$ cat src/cmi_pkg.sv
// Shared constants and types of the coprocessor-mode interface
`default_nettype none
package cmi_pkg;
  localparam int CMI_ADDR_W = 8;
  localparam logic [7:0] CMI_REG_CONFIG = 8'h00;
  localparam logic [7:0] CMI_REG_STATUS = 8'h04;
  localparam logic [7:0] CMI_REG_IRQ_STATUS = 8'h08;
  localparam logic [7:0] CMI_REG_IRQ_MASK = 8'h0c;
  localparam logic [7:0] CMI_REG_LAST_CMD = 8'h10;
  localparam logic [7:0] CMI_REG_LAST_EXT = 8'h14;
  localparam logic [1:0] CMI_RESP_OKAY = 2'h0;
  localparam logic [1:0] CMI_RESP_SLVERR = 2'h2;

  // Config word, bits 4..0: upper pipe, lower pipe, ieee, alu mask, mult mask
  typedef struct packed {
    logic [1:0] pipe;
    logic ieee;
    logic alu_inexact_mask;
    logic mult_inexact_mask;
  } cmi_cfg_t;
  localparam int CMI_CFG_W = 5;
  localparam cmi_cfg_t CMI_CFG_RESET = '{pipe: 2'h2, ieee: 1'b0, alu_inexact_mask: 1'b1, mult_inexact_mask: 1'b1};
  localparam logic [1:0] CMI_PIPE_COMPLEX = 2'h3;

  // Command word layout on the local bus
  localparam int CMI_CMD_ID_LSB = 29;
  localparam int CMI_CMD_TAG_W = 4;
  localparam int CMI_OP_LSB = 4;
  localparam int CMI_OP_W = 8;
  localparam int CMI_OP_EXT_BIT = 12;
  localparam int CMI_OP_CPLX_BIT = 13;
  localparam int CMI_OP_MULT_INEX_BIT = 14;
  localparam int CMI_OP_ALU_INEX_BIT = 15;
  localparam int CMI_EXT_RET_BIT = 31;
  localparam logic [7:0] CMI_OP_WRAP = 8'h5a;
  localparam logic [7:0] CMI_OP_UNWRAP = 8'h5b;
  localparam int CMI_EXEC_BASE = 4;

  // Sticky event bits
  localparam int CMI_EV_W = 6;
  localparam int CMI_EV_DONE = 0;
  localparam int CMI_EV_OVERLAP = 1;
  localparam int CMI_EV_DENORM = 2;
  localparam int CMI_EV_INEXACT = 3;
  localparam int CMI_EV_BUS_FAULT = 4;
  localparam int CMI_EV_HOSTIRQ = 5;

  localparam logic [1:0] CMI_EC_LOW = 2'h0;
  localparam logic [1:0] CMI_EC_HIGH = 2'h1;
  localparam logic [1:0] CMI_EC_NORMAL = 2'h3;

  typedef enum logic [1:0] {CMI_IDLE, CMI_EXEC_INT, CMI_EXEC_EXT} cmi_state_t;

  // Host pins after synchronisation
  typedef struct packed {
    logic pclk;
    logic sclk;
    logic ready;
    logic alatch_n;
    logic spec_fn;
    logic ras_n;
    logic cas_n;
    logic we_n;
    logic bus_fault;
    logic out_en_n;
    logic irq_req_n;
    logic strap;
    logic [2:0] cid;
    logic [1:0] ec;
    logic [31:0] lad;
    logic [31:0] mem_data;
  } cmi_pins_t;
  localparam cmi_pins_t CMI_PINS_IDLE = '{pclk: 1'b0, sclk: 1'b0, ready: 1'b1, alatch_n: 1'b1, spec_fn: 1'b0,
    ras_n: 1'b1, cas_n: 1'b1, we_n: 1'b1, bus_fault: 1'b0, out_en_n: 1'b0, irq_req_n: 1'b1, strap: 1'b0,
    cid: 3'h0, ec: 2'h3, lad: 32'h0, mem_data: 32'h0};
endpackage : cmi_pkg
`default_nettype wire

$ cat src/cmi_pin_sync.sv
// Three-stage synchroniser with agreement filter for host pins
`default_nettype none
module cmi_pin_sync #(
  parameter int WIDTH = 1,
  parameter logic [WIDTH-1:0] RESET_VAL = '0
) (
  input wire logic clk_in,
  input wire logic rst_in,
  input wire logic [WIDTH-1:0] d_in,
  output logic [WIDTH-1:0] q_out
);
  typedef struct packed {
    logic [WIDTH-1:0] s1;
    logic [WIDTH-1:0] s2;
    logic [WIDTH-1:0] s3;
    logic [WIDTH-1:0] stable;
  } cmi_sync_state_t;

  cmi_sync_state_t s;
  cmi_sync_state_t next_s;

  always_comb begin
    next_s = s;
    next_s.s1 = d_in;
    next_s.s2 = s.s1;
    next_s.s3 = s.s2;
    // A bit moves only once stages two and three agree
    next_s.stable = (~(s.s2 ^ s.s3) & s.s3) | ((s.s2 ^ s.s3) & s.stable);
  end

  always_ff @(posedge clk_in) begin
    if (rst_in) begin
      s <= '{s1: RESET_VAL, s2: RESET_VAL, s3: RESET_VAL, stable: RESET_VAL};
    end else begin
      s <= next_s;
    end
  end

  assign q_out = s.stable;
endmodule : cmi_pin_sync
`default_nettype wire

$ cat src/cmi_coproc.sv
// Coprocessor-mode front end with AXI4-Lite register access
`default_nettype none
module cmi_coproc
  import cmi_pkg::*;
#(
  parameter int EXEC_BASE = CMI_EXEC_BASE
) (
  input wire logic clk_in,
  input wire logic rst_in,
  input wire logic s_axi_awvalid_in,
  output logic s_axi_awready_out,
  input wire logic [CMI_ADDR_W-1:0] s_axi_awaddr_in,
  input wire logic s_axi_wvalid_in,
  output logic s_axi_wready_out,
  input wire logic [31:0] s_axi_wdata_in,
  input wire logic [3:0] s_axi_wstrb_in,
  output logic s_axi_bvalid_out,
  input wire logic s_axi_bready_in,
  output logic [1:0] s_axi_bresp_out,
  input wire logic s_axi_arvalid_in,
  output logic s_axi_arready_out,
  input wire logic [CMI_ADDR_W-1:0] s_axi_araddr_in,
  output logic s_axi_rvalid_out,
  input wire logic s_axi_rready_in,
  output logic [31:0] s_axi_rdata_out,
  output logic [1:0] s_axi_rresp_out,
  output logic irq_out,
  input wire logic primary_local_clock_in,
  input wire logic secondary_local_clock_in,
  input wire logic local_ready_in,
  input wire logic address_latch_strobe_n_in,
  input wire logic special_function_in,
  input wire logic row_strobe_n_in,
  input wire logic column_strobe_n_in,
  input wire logic write_enable_n_in,
  input wire logic bus_fault_in,
  input wire logic local_output_enable_n_in,
  input wire logic interrupt_request_n_in,
  input wire logic host_select_strap_in,
  input wire logic [2:0] coproc_id_strap_in,
  input wire logic [1:0] emulation_control_pins_in,
  input wire logic [31:0] local_addr_data_bus_in,
  input wire logic [31:0] memory_side_data_port_in,
  output logic coproc_interrupt_n_out,
  output logic coproc_ready_out
);
  typedef struct packed {
    cmi_state_t state;
    cmi_cfg_t cfg;
    logic [CMI_EV_W-1:0] irq_stat;
    logic [CMI_EV_W-1:0] irq_mask;
    logic irq_q;
    logic pclk_q;
    logic sclk_q;
    logic alatch_q;
    logic next_valid;
    logic [31:0] next_word;
    logic [31:0] cur_word;
    logic [31:0] ext_word;
    logic cplx_active;
    logic [7:0] count;
    logic [CMI_ADDR_W-1:0] awaddr;
    logic aw_full;
    logic [31:0] wdata;
    logic [3:0] wstrb;
    logic w_full;
    logic bvalid;
    logic [1:0] bresp;
    logic rvalid;
    logic [31:0] rdata;
    logic [1:0] rresp;
  } cmi_core_t;

  cmi_core_t s;
  cmi_core_t next_s;
  cmi_pins_t pins_raw;
  cmi_pins_t p;

  // Instruction length grows by one per pipe bit that is clear
  function automatic logic [7:0] cmi_exec_len(input logic [1:0] pipe);
    cmi_exec_len = 8'(EXEC_BASE) + {7'h0, ~pipe[1]} + {7'h0, ~pipe[0]};
  endfunction : cmi_exec_len

  function automatic logic [31:0] cmi_merge(input logic [31:0] old, input logic [31:0] data,
                                            input logic [3:0] strb);
    cmi_merge = old;
    for (int i = 0; i < 4; i++) begin
      if (strb[i]) begin
        cmi_merge[i*8 +: 8] = data[i*8 +: 8];
      end
    end
  endfunction : cmi_merge

  function automatic logic cmi_mapped(input logic [CMI_ADDR_W-1:0] a);
    cmi_mapped = (a == CMI_REG_CONFIG) || (a == CMI_REG_STATUS) || (a == CMI_REG_IRQ_STATUS) ||
                 (a == CMI_REG_IRQ_MASK) || (a == CMI_REG_LAST_CMD) || (a == CMI_REG_LAST_EXT);
  endfunction : cmi_mapped

  assign pins_raw = '{pclk: primary_local_clock_in, sclk: secondary_local_clock_in,
    ready: local_ready_in, alatch_n: address_latch_strobe_n_in, spec_fn: special_function_in,
    ras_n: row_strobe_n_in, cas_n: column_strobe_n_in, we_n: write_enable_n_in,
    bus_fault: bus_fault_in, out_en_n: local_output_enable_n_in, irq_req_n: interrupt_request_n_in,
    strap: host_select_strap_in, cid: coproc_id_strap_in, ec: emulation_control_pins_in,
    lad: local_addr_data_bus_in, mem_data: memory_side_data_port_in};

  // All host pins come from another domain; one synchroniser covers them
  cmi_pin_sync #(
    .WIDTH($bits(cmi_pins_t)),
    .RESET_VAL(CMI_PINS_IDLE)
  ) u_pin_sync (
    .clk_in(clk_in),
    .rst_in(rst_in),
    .d_in(pins_raw),
    .q_out(p)
  );

  logic coproc_mode;
  logic ec_normal;
  logic busy;
  logic tick;
  logic cmd_strobe;
  logic [1:0] eff_pipe;
  logic [7:0] opcode;
  logic [CMI_EV_W-1:0] events;
  logic [CMI_EV_W-1:0] w1c;
  logic [31:0] status_word;
  logic [31:0] rd_word;
  logic ready_int;

  always_comb begin
    coproc_mode = ~p.strap;
    ec_normal = (p.ec == CMI_EC_NORMAL);
    busy = (s.state != CMI_IDLE);
    // Each level change of the primary clock is one internal edge, unless stalled
    tick = (p.pclk != s.pclk_q) && p.ready;
    // Command: our id, low tag clear, row strobe high, SF high at latch fall
    cmd_strobe = s.alatch_q && !p.alatch_n && p.spec_fn && p.ras_n && coproc_mode && ec_normal &&
                 (p.lad[CMI_CMD_TAG_W-1:0] == '0) &&
                 (p.lad[CMI_CMD_ID_LSB +: 3] == p.cid);
    eff_pipe = s.cplx_active ? CMI_PIPE_COMPLEX : s.cfg.pipe;
    opcode = s.next_word[CMI_OP_LSB +: CMI_OP_W];
    ready_int = !(s.next_valid && busy);
    status_word = '0;
    status_word[0] = busy;
    status_word[1] = s.next_valid;
    status_word[2] = ready_int;
    status_word[3] = coproc_mode;
    status_word[5:4] = eff_pipe;
    status_word[6] = ~eff_pipe[1];
    status_word[7] = s.cplx_active;
    status_word[10:8] = p.cid;
    status_word[11] = p.out_en_n;
    status_word[12] = p.cas_n;
    status_word[13] = p.we_n;
    status_word[15:14] = p.ec;
    case (s_axi_araddr_in)
      CMI_REG_CONFIG: rd_word = {{(32-CMI_CFG_W){1'b0}}, s.cfg};
      CMI_REG_STATUS: rd_word = status_word;
      CMI_REG_IRQ_STATUS: rd_word = {{(32-CMI_EV_W){1'b0}}, s.irq_stat};
      CMI_REG_IRQ_MASK: rd_word = {{(32-CMI_EV_W){1'b0}}, s.irq_mask};
      CMI_REG_LAST_CMD: rd_word = s.cur_word;
      CMI_REG_LAST_EXT: rd_word = s.ext_word;
      default: rd_word = '0;
    endcase
  end

  always_comb begin
    next_s = s;
    events = '0;
    w1c = '0;
    next_s.pclk_q = p.pclk;
    next_s.sclk_q = p.sclk;
    next_s.alatch_q = p.alatch_n;

    // Secondary clock only samples the interrupt request line
    if (p.sclk && !s.sclk_q && !p.irq_req_n) begin
      events[CMI_EV_HOSTIRQ] = 1'b1;
    end

    // Latch a command even while stalled; host keeps it on the bus anyway
    if (cmd_strobe && !s.next_valid) begin
      next_s.next_valid = 1'b1;
      next_s.next_word = p.lad;
      if (busy) begin
        events[CMI_EV_OVERLAP] = 1'b1;
      end
    end

    if (tick) begin
      if (busy && p.bus_fault) begin
        // Fault with ready high ends the instruction; retry never reaches here
        events[CMI_EV_BUS_FAULT] = 1'b1;
        next_s.state = CMI_IDLE;
        next_s.cplx_active = 1'b0;
      end else begin
        case (s.state)
          CMI_IDLE: begin
            // No fetch of its own: only a latched host command starts work
            if (s.next_valid) begin
              next_s.next_valid = 1'b0;
              next_s.cur_word = s.next_word;
              if (s.next_word[CMI_OP_EXT_BIT]) begin
                next_s.state = CMI_EXEC_EXT;
              end else if (s.cfg.ieee && ((opcode == CMI_OP_WRAP) || (opcode == CMI_OP_UNWRAP))) begin
                // IEEE denormal wrapping has no internal form
                events[CMI_EV_DENORM] = 1'b1;
                events[CMI_EV_DONE] = 1'b1;
              end else if (s.next_word[CMI_OP_CPLX_BIT]) begin
                next_s.cplx_active = 1'b1;
                next_s.count = cmi_exec_len(CMI_PIPE_COMPLEX);
                next_s.state = CMI_EXEC_INT;
              end else begin
                next_s.count = cmi_exec_len(s.cfg.pipe);
                next_s.state = CMI_EXEC_INT;
              end
            end
          end
          CMI_EXEC_INT: begin
            if (s.count <= 8'h1) begin
              next_s.state = CMI_IDLE;
              next_s.cplx_active = 1'b0;
              events[CMI_EV_DONE] = 1'b1;
              events[CMI_EV_INEXACT] = (s.cur_word[CMI_OP_MULT_INEX_BIT] && s.cfg.mult_inexact_mask) ||
                                       (s.cur_word[CMI_OP_ALU_INEX_BIT] && s.cfg.alu_inexact_mask);
            end else begin
              next_s.count = s.count - 8'h1;
            end
          end
          CMI_EXEC_EXT: begin
            // External code streams in over the memory-side port
            next_s.ext_word = p.mem_data;
            if (p.mem_data[CMI_EXT_RET_BIT]) begin
              next_s.state = CMI_IDLE;
              events[CMI_EV_DONE] = 1'b1;
            end
          end
          default: begin
            next_s.state = CMI_IDLE;
          end
        endcase
      end
    end

    // AXI4-Lite write: address and data taken in either order
    if (s_axi_awvalid_in && s_axi_awready_out) begin
      next_s.awaddr = s_axi_awaddr_in;
      next_s.aw_full = 1'b1;
    end
    if (s_axi_wvalid_in && s_axi_wready_out) begin
      next_s.wdata = s_axi_wdata_in;
      next_s.wstrb = s_axi_wstrb_in;
      next_s.w_full = 1'b1;
    end
    if (s.aw_full && s.w_full) begin
      next_s.aw_full = 1'b0;
      next_s.w_full = 1'b0;
      next_s.bvalid = 1'b1;
      next_s.bresp = cmi_mapped(s.awaddr) ? CMI_RESP_OKAY : CMI_RESP_SLVERR;
      case (s.awaddr)
        CMI_REG_CONFIG: next_s.cfg = cmi_cfg_t'(CMI_CFG_W'(cmi_merge({{(32-CMI_CFG_W){1'b0}}, s.cfg}, s.wdata,
                                                                     s.wstrb)));
        CMI_REG_IRQ_STATUS: w1c = CMI_EV_W'(cmi_merge('0, s.wdata, s.wstrb));
        CMI_REG_IRQ_MASK: next_s.irq_mask = CMI_EV_W'(cmi_merge({{(32-CMI_EV_W){1'b0}}, s.irq_mask},
                                                                s.wdata, s.wstrb));
        default: begin
        end
      endcase
    end
    if (s.bvalid && s_axi_bready_in) begin
      next_s.bvalid = 1'b0;
    end

    // AXI4-Lite read: one cycle from address to data
    if (s_axi_arvalid_in && s_axi_arready_out) begin
      next_s.rvalid = 1'b1;
      next_s.rdata = rd_word;
      next_s.rresp = cmi_mapped(s_axi_araddr_in) ? CMI_RESP_OKAY : CMI_RESP_SLVERR;
    end else if (s.rvalid && s_axi_rready_in) begin
      next_s.rvalid = 1'b0;
    end

    // Set wins over a same-cycle clear
    next_s.irq_stat = (s.irq_stat & ~w1c) | events;
    next_s.irq_q = |(next_s.irq_stat & next_s.irq_mask);
  end

  always_ff @(posedge clk_in) begin
    if (rst_in) begin
      // Config returns to defaults, pin-edge flops take idle pin levels (alatch_q loads 1), all other state flops clear
      s <= '0;
      s.state <= CMI_IDLE;
      s.cfg <= CMI_CFG_RESET;
      s.pclk_q <= CMI_PINS_IDLE.pclk;
      s.sclk_q <= CMI_PINS_IDLE.sclk;
      s.alatch_q <= CMI_PINS_IDLE.alatch_n;
    end else begin
      s <= next_s;
    end
  end

  always_comb begin
    s_axi_awready_out = !s.aw_full && !s.bvalid;
    s_axi_wready_out = !s.w_full && !s.bvalid;
    s_axi_bvalid_out = s.bvalid;
    s_axi_bresp_out = s.bresp;
    s_axi_arready_out = !s.rvalid;
    s_axi_rvalid_out = s.rvalid;
    s_axi_rdata_out = s.rdata;
    s_axi_rresp_out = s.rresp;
    irq_out = s.irq_q;
    // Only these two host signals are driven; emulation pins can force them
    case (p.ec)
      CMI_EC_LOW: begin
        coproc_interrupt_n_out = 1'b0;
        coproc_ready_out = 1'b0;
      end
      CMI_EC_HIGH: begin
        coproc_interrupt_n_out = 1'b1;
        coproc_ready_out = 1'b1;
      end
      default: begin
        coproc_interrupt_n_out = !s.irq_q;
        coproc_ready_out = ready_int || !coproc_mode;
      end
    endcase
  end
endmodule : cmi_coproc
`default_nettype wire

$ cat config.mk
export PLATFORM = sky130hd
export DESIGN_NAME = cmi_coproc
export DESIGN_NICKNAME = d
export VERILOG_FILES = /design/src/cmi_pkg.sv /design/src/cmi_pin_sync.sv /design/src/cmi_coproc.sv
export SDC_FILE = /design/constraint.sdc
export NUM_CORES = 1
export LEC_CHECK = 0
export ABC_AREA = 1
export BUFFER_PORTS_ARGS = -buffer_cell sky130_fd_sc_hd__buf_2
export CAP_MARGIN = 20
export CORE_ASPECT_RATIO = 0.8
export CORE_MARGIN = 1
export CORE_UTILIZATION = 30
export CTS_CLUSTER_DIAMETER = 50
export DETAILED_ROUTE_END_ITERATION = 8
export HOLD_SLACK_MARGIN = 0.06
export PLACE_DENSITY = 0.57
export SLEW_MARGIN = 20
export SYNTH_ARGS = -nofsm -noshare
export SYNTH_HDL_FRONTEND = slang
export SYNTH_SLANG_ARGS = --single-unit
$ cat constraint.sdc
create_clock -name clk_in -period 2 [get_ports clk_in]
set_input_delay 0.2 -clock clk_in [delete_from_list [all_inputs] [get_ports clk_in]]
set_output_delay 0.2 -clock clk_in [all_outputs]
set_load 0.05 [all_outputs]
Word level (Yosys, flattened, before mapping):

Cells that the tools add are included.

* equal/unequal tests: 29
* reduce and logical (&&, ||, !) cells: 65
* order comparisons: 1
* $add $sub $neg: 3
* mux-type cells: 52
* bitwise operators: 14

Operators with widths (count)
* $pmux W32 S6: 1
* $and A81 B81 Y81: 2
* $not A81 Y81: 1
* $or A81 B81 Y81: 1
* $xor A81 B81 Y81: 1
* $mux W6: 6
* $mux W33: 1
* $eq A8 B4 Y1 const B: 4
* $eq A8 B5 Y1 const B: 4
* $mux W9: 3
* $logic_and A1 B1 Y1: 24
* $mux W1: 23
* $mux W2: 10
* $pmux W9 S2: 1
* $eq A8 B3 Y1 const B: 2
* $eq A8 B7 Y1 const B: 2
* $logic_not A8 Y1: 2
* $ne A3 B3 Y1 const B: 5
* $reduce_and A7 Y1: 2
* $logic_or A1 B1 Y1: 13
* $and A6 B6 Y6: 2
* $logic_not A1 Y1: 10
* $le A8 B1 Y1 const B: 1
* $mux W8: 1
* 27 further kinds: 42

* output and inout bits: 44
* input bits: 140
* flip-flop bits (word level): 508
* word-level logic and storage cells: 195

Depth between registers and ports, before layout:

Gate-level depths: netlist (run 1).

* depth after elaboration: 14
* mapped depth: 14
* gate-level depth less buffers: 14

Hierarchy:

Synthesis (run 1) repeated with hierarchy kept, for this count alone.

* cell total of the unflattened synthesis: 2279
* area, all modules: 18387.6 um^2

Modules (own cells, without submodules)
* cmi_pin_sync: cells an instance 1186, instances 1, area an instance 10481.3 um^2, sequential area each 6486.2 um^2
* cmi_coproc: cells an instance 1093, instances 1, area an instance 7906.3 um^2, sequential area each 3643.5 um^2

Worst setup path after synthesis (run 1):

No wires, ideal clock.

* path kind: reg-to-reg
* from: register s, in the netlist s_axi_rvalid_out
* to: register s, in the netlist s_axi_rdata_out[25]
* path slack: -20 ps
* path buffers: 2
* data required time: 1930 ps
* clock period less this slack: 2020 ps
* arrival: 1949 ps
* stages on the path, launching flop included: 7
* library setup time: 70 ps
* path through: dfxtp_1 > inv_1 > nand2_1 > clkbuf_1 > clkbuf_1 > nand2_1 > a21oi_1

* longest elaborated chain between the ends: 2

RTL lines
* start: declaration: line cmi_coproc.sv:74 `cmi_core_t s;`
* start signal: assignment: line cmi_coproc.sv:297 `s <= next_s;`
* $logic_not A1 Y1: line cmi_coproc.sv:306 `s_axi_arready_out = !s.rvalid;`
* via s_axi_arready_out: line cmi_coproc.sv:21 `output logic s_axi_arready_out,`
* $logic_and A1 B1 Y1: line cmi_coproc.sv:274 `if (s_axi_arvalid_in && s_axi_arready_out) begin`

The timed path passes the listed nets, and every way through them passes these cells.
A chain may end at the register's enable or synchronous reset.

Worst setup path in the final report (run 1):

* from: register s[189] in the netlist's numbering
* to: output port coproc_ready_out

* longest elaborated chain between the ends: 4

RTL lines
* $logic_and A1 B1 Y1: line cmi_coproc.sv:142 `ready_int = !(s.next_valid && busy);`
* $logic_not A1 Y1: line cmi_coproc.sv:142
* $logic_or A1 B1 Y1: line cmi_coproc.sv:323 `coproc_ready_out = ready_int || !coproc_mode;`
* $pmux W1 S2: line cmi_coproc.sv:312 `case (p.ec)`
* end: declaration: line cmi_coproc.sv:45 `output logic coproc_ready_out`

Every way passes these cells.

==> results of run 1 <==
[per-layer routing]
layer	up-vias	GRT usage
li1	7179	-
met1	6463	0.173
met3	67	0.0304
met4	0	0.0453
met5	-	0
met2	240	0.238
[logic make-up (layout without fill, tap and decap cells)]
kind of cell,Yosys count,after routing,synth area share
AND/OR/NAND/NOR,733,733,0.171
flip-flops,506,506,0.578
buffers and inverters,467,732,0.110
AO/OA/AOI/OAI,456,456,0.136
XOR/XNOR,6,6,0.00300
adder cells (fa/ha/maj),3,3,0.00214
other,1,2,0.000214
[tightest hold or removal path: stages]
cell,delay [ps]
buf_2,90
nand2_1,230
a21oi_1,110
[cells in the final DEF, fill, tap and decap left out, types with 5 or more instances in the layout]
cell type	synthesis	routed
nor3_1	6	6
clkbuf_1	64	7
nor2_1	471	469
clkbuf_16	0	50
nand3_1	50	50
inv_1	333	331
clkbuf_8	0	12
o211ai_1	5	5
buf_2	16	150
o22ai_1	11	11
dlygate4sd3_1	0	121
buf_4	36	19
clkinv_2	0	9
o21ai_1	12	12
nor2_2	5	6
dfxtp_1	506	505
xor2_1	5	5
a211oi_1	5	5
buf_12	0	6
or2_2	25	25
inv_2	9	8
a21oi_1	185	184
nor2_4	4	5
nand2_1	158	158
a31oi_1	10	10
o21ai_0	218	218
bufinv_16	0	6
[worst paths after layout]
check / startpoint / endpoint / slack, ps / cells after the start
worst min-delay path: s_axi_awvalid_in / s[79] / 110 / 3
worst max-delay path: s[189] / coproc_ready_out / 130 / 4
worst max register to register: s[211] / s[145] / 190 / 6
worst min register to register: u_pin_sync.next_s[188] / u_pin_sync.next_s[107] / 390 / 2
[final cells by class]
type	count	area (um2)	share of cell area
clock buffer	69	1440	0.0660
clock inverter	22	299	0.0137
inverter	344	1300	0.0595
multi-input combinational	1200	5490	0.251
sequential	506	10100	0.464
tap	760	951	0.0435
timing repair buffer	297	2240	0.102
[through the flow]
stage / cells / power (uW)
floorplan: 2173 / 11200
global placement: 2985 / 11500
detailed placement: 2985 / 11500
CTS: 3197 / 21600
global route: 3198 / 22100
finish: 3198 / 21300
[power by group]
part	leakage [uW]	total [uW]	switching (uW)	internal, uW
clock network	0.000858	9770	3930	5840
registers	0.00412	10400	123	10300
logic	0.00428	1030	594	439
total	0.00926	21300	4650	16600
[what timing repair did]
| item | 4_1_cts | 5_1_grt |
|---|---|---|
| endpoints found under the hold margin | 114 | 0 |
| buffers inserted | 0 | 1 |
| pin swaps | 0 | 1 |
| resized for setup | 3 | 5 |
| setup endpoints to repair | 1 | 10 |
| hold buffers | 121 | 0 |
==> results.md, run 1 <==
* Largest area contributor in the netlist: dfxtp_1
* CTS tree: done
* Lkg Pwr at between 0.009 and 0.01 uW
* Slew Limit Fails at 0
* Final WS setup at ~130 ps
* Antenna violations before repair at 0
* EDFF count, synth at 0
* Final wirelength at 41,300 um
* Wirelength per Cell at about 13 um
* Status: complete, no violations
* Clk pin slew, worst setup/hold paths at around 60 ps
* Crit path max fanout at 5
* Met2 WL at 19,500 um
* PwrDens at between 900 and 1000 nW/um2
* Global-route wire length before repair at between 60,000 and 70,000 um
* Routed vias/inst at between 4 and 5
* Final GP Congestion at around 0.86
* Post-Syn Instances at around 2,200
* Row count at between 70 and 80
* Tcrit/Tclk final at 0.937
* Post-synth top cells: dfxtp_1, nor2_1, inv_1, o21ai_0, a21oi_1
* Total CTS buffers at 50
* Share of layout cells above drive strength 1 at 0.132
* Worst IR Drop VDD at about 0.53 mV
* HP Class: primary input to flip-flop
* Port Buf Inserts at 152
* Worst-margin pin slew at about 800 ps
* Number of global-route vias before repair at 13,800
* Required @ worst endpoint at 1800 ps
* Final hold vios at 0
* Synth Area per Inst at slightly above 8 um2
* Top-area cell type share of the netlist area at 0.578
* Top-count cell post-synth: dfxtp_1
* Fmax at roughly 530 MHz
* Critical-path cell list: inv_2 > nor2_2 > a21oi_2 > buf_4
* Synth warn at 0
* Worst path bufs/invs at 2
* Met1 Wirelength at 18,700 um
* DRT antenna net count at 0
* Vias post-DR at 13,900
* DR iter-0 viols at 810
* Final Hold Slack at roughly 110 ps
* Largest delay share family, worst path: flip-flops
* Layout area overhead at 24.7%
* Largest net degree at the start of global routing at approximately 160
* Sequential element share of the synthesized area at 0.578
* Later-pin clock latency in the skew report at 580 ps
* Area after DPL at between 15,000 and 20,000 um2
* Tmin final at about 1900 ps
* Startpoint types: flip-flop
* Met3 wire len at about 2100 um
* # fillers at about 5,900
* Synth cell types at 43
* FF+latch count, synth at 506
* Mapped cell area at between 15,000 and 20,000 um2
* Chip Height at roughly 220 um
* Area of the core at 57,200 um2
* Die area at just under 60,000 um2
* Final #Nets at between 2,000 and 3,000
* Setup Skew at roughly 19 ps
* Unrepaired setup endpoints after global routing: no
* Final setup fails at 0
* Setup WS pre-CTS at 118 ps
* Setup TNS at 0 ps
* Clock root buffer: clkbuf_16
* Critical Path Sink Type: output port
* H-tree depth at 2
* MaxCap Viol Count at 0
* Post-synth ARST share at 0
* Top Ports at between 150 and 200
* Diode count at 0
* Fin area at ~22,000 um2
* Slew HR at 0.464
* DR DRC count at 0
* Die Wd at between 200 and 300 um
* CP Data Arrival Time at about 1700 ps
* 1st-pass router iterations at 5
* Top Layer Used: met4
* Ys flop type: dfxtp_1
* CP max stage cell: dfxtp_1
* DP HPWL at about 28,000 um
* Top cells by area, synth: dfxtp_1, nor2_1, inv_1
* Type of the worst setup path: flip-flop to output port
* # clock sinks at between 500 and 600
* CTS Buffer Depth at 3
* Util after Layout at 0.382
* Tot GR Track Use at 0.139
* Total grt overflow at 0
* Initial Utilization at 0.306
* CP peak stage delay at approximately 470 ps
(Power assumes the default switching activity.)
==> run 2: changes to the inputs <==
Settings changed: CORE_UTILIZATION 30 to 41, PLACE_DENSITY 0.57 to 0.7, RECOVER_POWER from default to 50, SLEW_MARGIN 20 to default.
==> run 2 against run 1 <==
Sequential power is essentially flat. Sequential cell count is the same. Final area shrank 1.1%. Non-clock buffer count grew 9. Register-to-register slack lost 40 ps. Via count grew 1.0%. First-iteration DRC count grew 1.6%. Sequential share of layout area grew 0.54 points. Clock-buffer cell count grew 4. Core utilization grew 13 points. Routed wire length shrank 4.1%. Largest cell class unchanged. Largest power group unchanged.
==> results.md, run 2 (same netlist as run 1, synthesis figures left out) <==
* Top Ports at 184 (unchanged)
* CTS Buffer Depth at 3 (unchanged)
* Global-route wire length before repair at 64,700 um (-3.4%)
* Util after Layout at 0.514 (+0.132)
* Die area at 43,600 um2 (-27%)
* Worst-margin pin slew at 1280 ps (+481 ps)
* Tot GR Track Use at 0.181 (+0.0419)
* Final wirelength at 39,600 um (-4.1%)
* Fmax at 520 MHz (-2.4%)
* Reg-to-reg startpoint: s[84]
* Type of the worst setup path: flip-flop to output port
* DRT antenna net count at 0 (unchanged)
* Clock root buffer: clkbuf_16
* Met3 usage at 0.0341 (+0.00371)
* Chip Height at 187 um (-14%)
* Number of global-route vias before repair at 13,600 (-1.5%)
* H-tree depth at 2 (unchanged)
* DP HPWL at 26,000 um (-6.4%)
* Startpoint types: flip-flop
* Clk pin slew, worst setup/hold paths at 60 ps (about the same)
* Post-CTS Setup Repair Bufs at 0 (unchanged)
* Tcrit/Tclk final at 0.961 (+0.0235)
* Final setup fails at 0 (unchanged)
* Flop2flop setup slack at 150 ps (-40 ps)
* Total CTS buffers at 50 (unchanged)
* Vias post-DR at 14,100 (+1.0%)
* Routed vias/inst at 4.70 (+7.7%)
* Most crowded layer after global routing: met2
* 1st-pass router iterations at 5 (unchanged)
* MaxCap Viol Count at 0 (unchanged)
* Met2 Use GR at 0.309 (+0.0713)
* Worst IR Drop VDD at 0.731 mV (+38%)
* Setup TNS at 0 ps (unchanged)
* HP Class: primary input to flip-flop
* DR DRC count at 0 (unchanged)
* Layout Cells excl Fill at 3,001 (-6.2%)
* Later-pin clock latency in the skew report at 570 ps (about the same)
* Layout area overhead at 23.3%
* Commonest non-fill, non-tap cells in the layout: dfxtp_1, nor2_1, inv_1
* Critical path startpoint: s[212]
* # clock sinks at 506 (unchanged)
* Slew Limit Fails at 0 (unchanged)
* Crit path capture: coproc_ready_out
* Die Wd at 233 um (-14%)
* Initial Utilization at 0.417 (+0.111)
* Area of the core at 42,000 um2 (-27%)
* Final Hold Slack at 103 ps (-10.1 ps)
* Lkg Pwr at 0.00927 uW (+0.17%)
* Final #Nets at 2,551 (+0.35%)
* Met1 usage in global routing at 0.233 (+0.0603)
* Placed cells at 2,781 (-6.8%)
* Required @ worst endpoint at 1800 ps (about the same)
* CTS tree: done
* PwrDens at 975 nW/um2 (+0.29%)
* Total grt overflow at 0 (unchanged)
* Slew HR at 0.144 (-0.320)
* Row count at 67 (-14%)
* DR iter-0 viols at 823 (+1.6%)
* Hold Path Stages at 3 (unchanged)
* Final GP Congestion at 0.858 (-0.52%)
* CP Data Arrival Time at 1720 ps (+50 ps)
* Diode count at 0 (unchanged)
* Setup Skew at 15.0 ps (-3.90 ps)
* Critical Path Sink Type: output port
* Most common cell after layout, fill and taps aside: dfxtp_1
* Wirelength per Cell at 13.2 um (+2.2%)
* Status: complete, no violations
* Unrepaired setup endpoints after global routing: no
* Tmin final at 1920 ps (+47.0 ps)
* Final hold vios at 0 (unchanged)
* Share of layout cells above drive strength 1 at 0.131 (-0.000183)
* Worst R2R End: s[84]
* Crit path max fanout at 6 (+1)
* Antenna violations before repair at 0 (unchanged)
* Worst Reg-to-Reg Cells at 11 (+5)
* Port Buf Inserts at 152 (unchanged)
* Largest net degree at the start of global routing at 111 (-30%)
* Total Power at 21,100 uW (-0.86%)
==> run 2: cell types whose count changed in the layout (fill, tap and decap cells not counted), sizes merged <==
cell | before | now
dlygate4sd3 | 121 | 127
bufinv | 6 | 4
inv | 343 | 347
clkinv | 14 | 10
clkbuf | 69 | 76
==> run 2: cell type report <==
type,count,area [um2]
Fill cell,3936,20400
Sequential cell,506,10100
Multi-Input combinational cell,1200,5480
Timing Repair Buffer,306,2290
Clock buffer,73,1460
Inverter,344,1310
Tap cell,552,691
Clock inverter,20,243
==> run 2: through the flow <==
stage	setup WS (ps)	instance area, um2
after detailed placement	123	18600
final	78.2	21600
after global placement	178	18600
after CTS	55.9	21600
after global routing	11.3	21600
after floorplan	0.838	17500
==> run 2: critical path: stages (launching register included) <==
cell and delay (ps):
dfxtp_1 370, nor2_2 210, nor2_2 80, a21oi_1 240, buf_4 250
==> run 2: repair_timing <==
action                     CTS  global route
gates resized for setup      4             5
setup endpoints to repair    1             5
pin swaps                    0             0
hold buffers               127             0
hold endpoints to repair   104             0
==> run 2: worst min path at each step <==
stage / from / end / slack (ps)
after floorplan: s_axi_bready_in / s_axi_bvalid_out / 300
after global placement: s_axi_bready_in / s_axi_bvalid_out / 390
after detailed placement: local_ready_in / u_pin_sync.next_s[240] / 390
after CTS: s_axi_awvalid_in / s[79] / 70
after global routing: s_axi_awvalid_in / s[79] / 110
final: s_axi_awvalid_in / s[79] / 100
==> run 2: layer usage <==
metal / vias to the layer above / part of all wire
met1: 6603 / 0.46
met5: - / 0
met4: 0 / 0.019
met3: 64 / 0.046
li1: 7187 / -
met2: 238 / 0.48
==> run 2: power by group <==
part	switching, uW	internal (uW)	total (uW)
registers	132	10300	10500
clock network	3960	5620	9580
logic	586	442	1030
total	4680	16400	21100
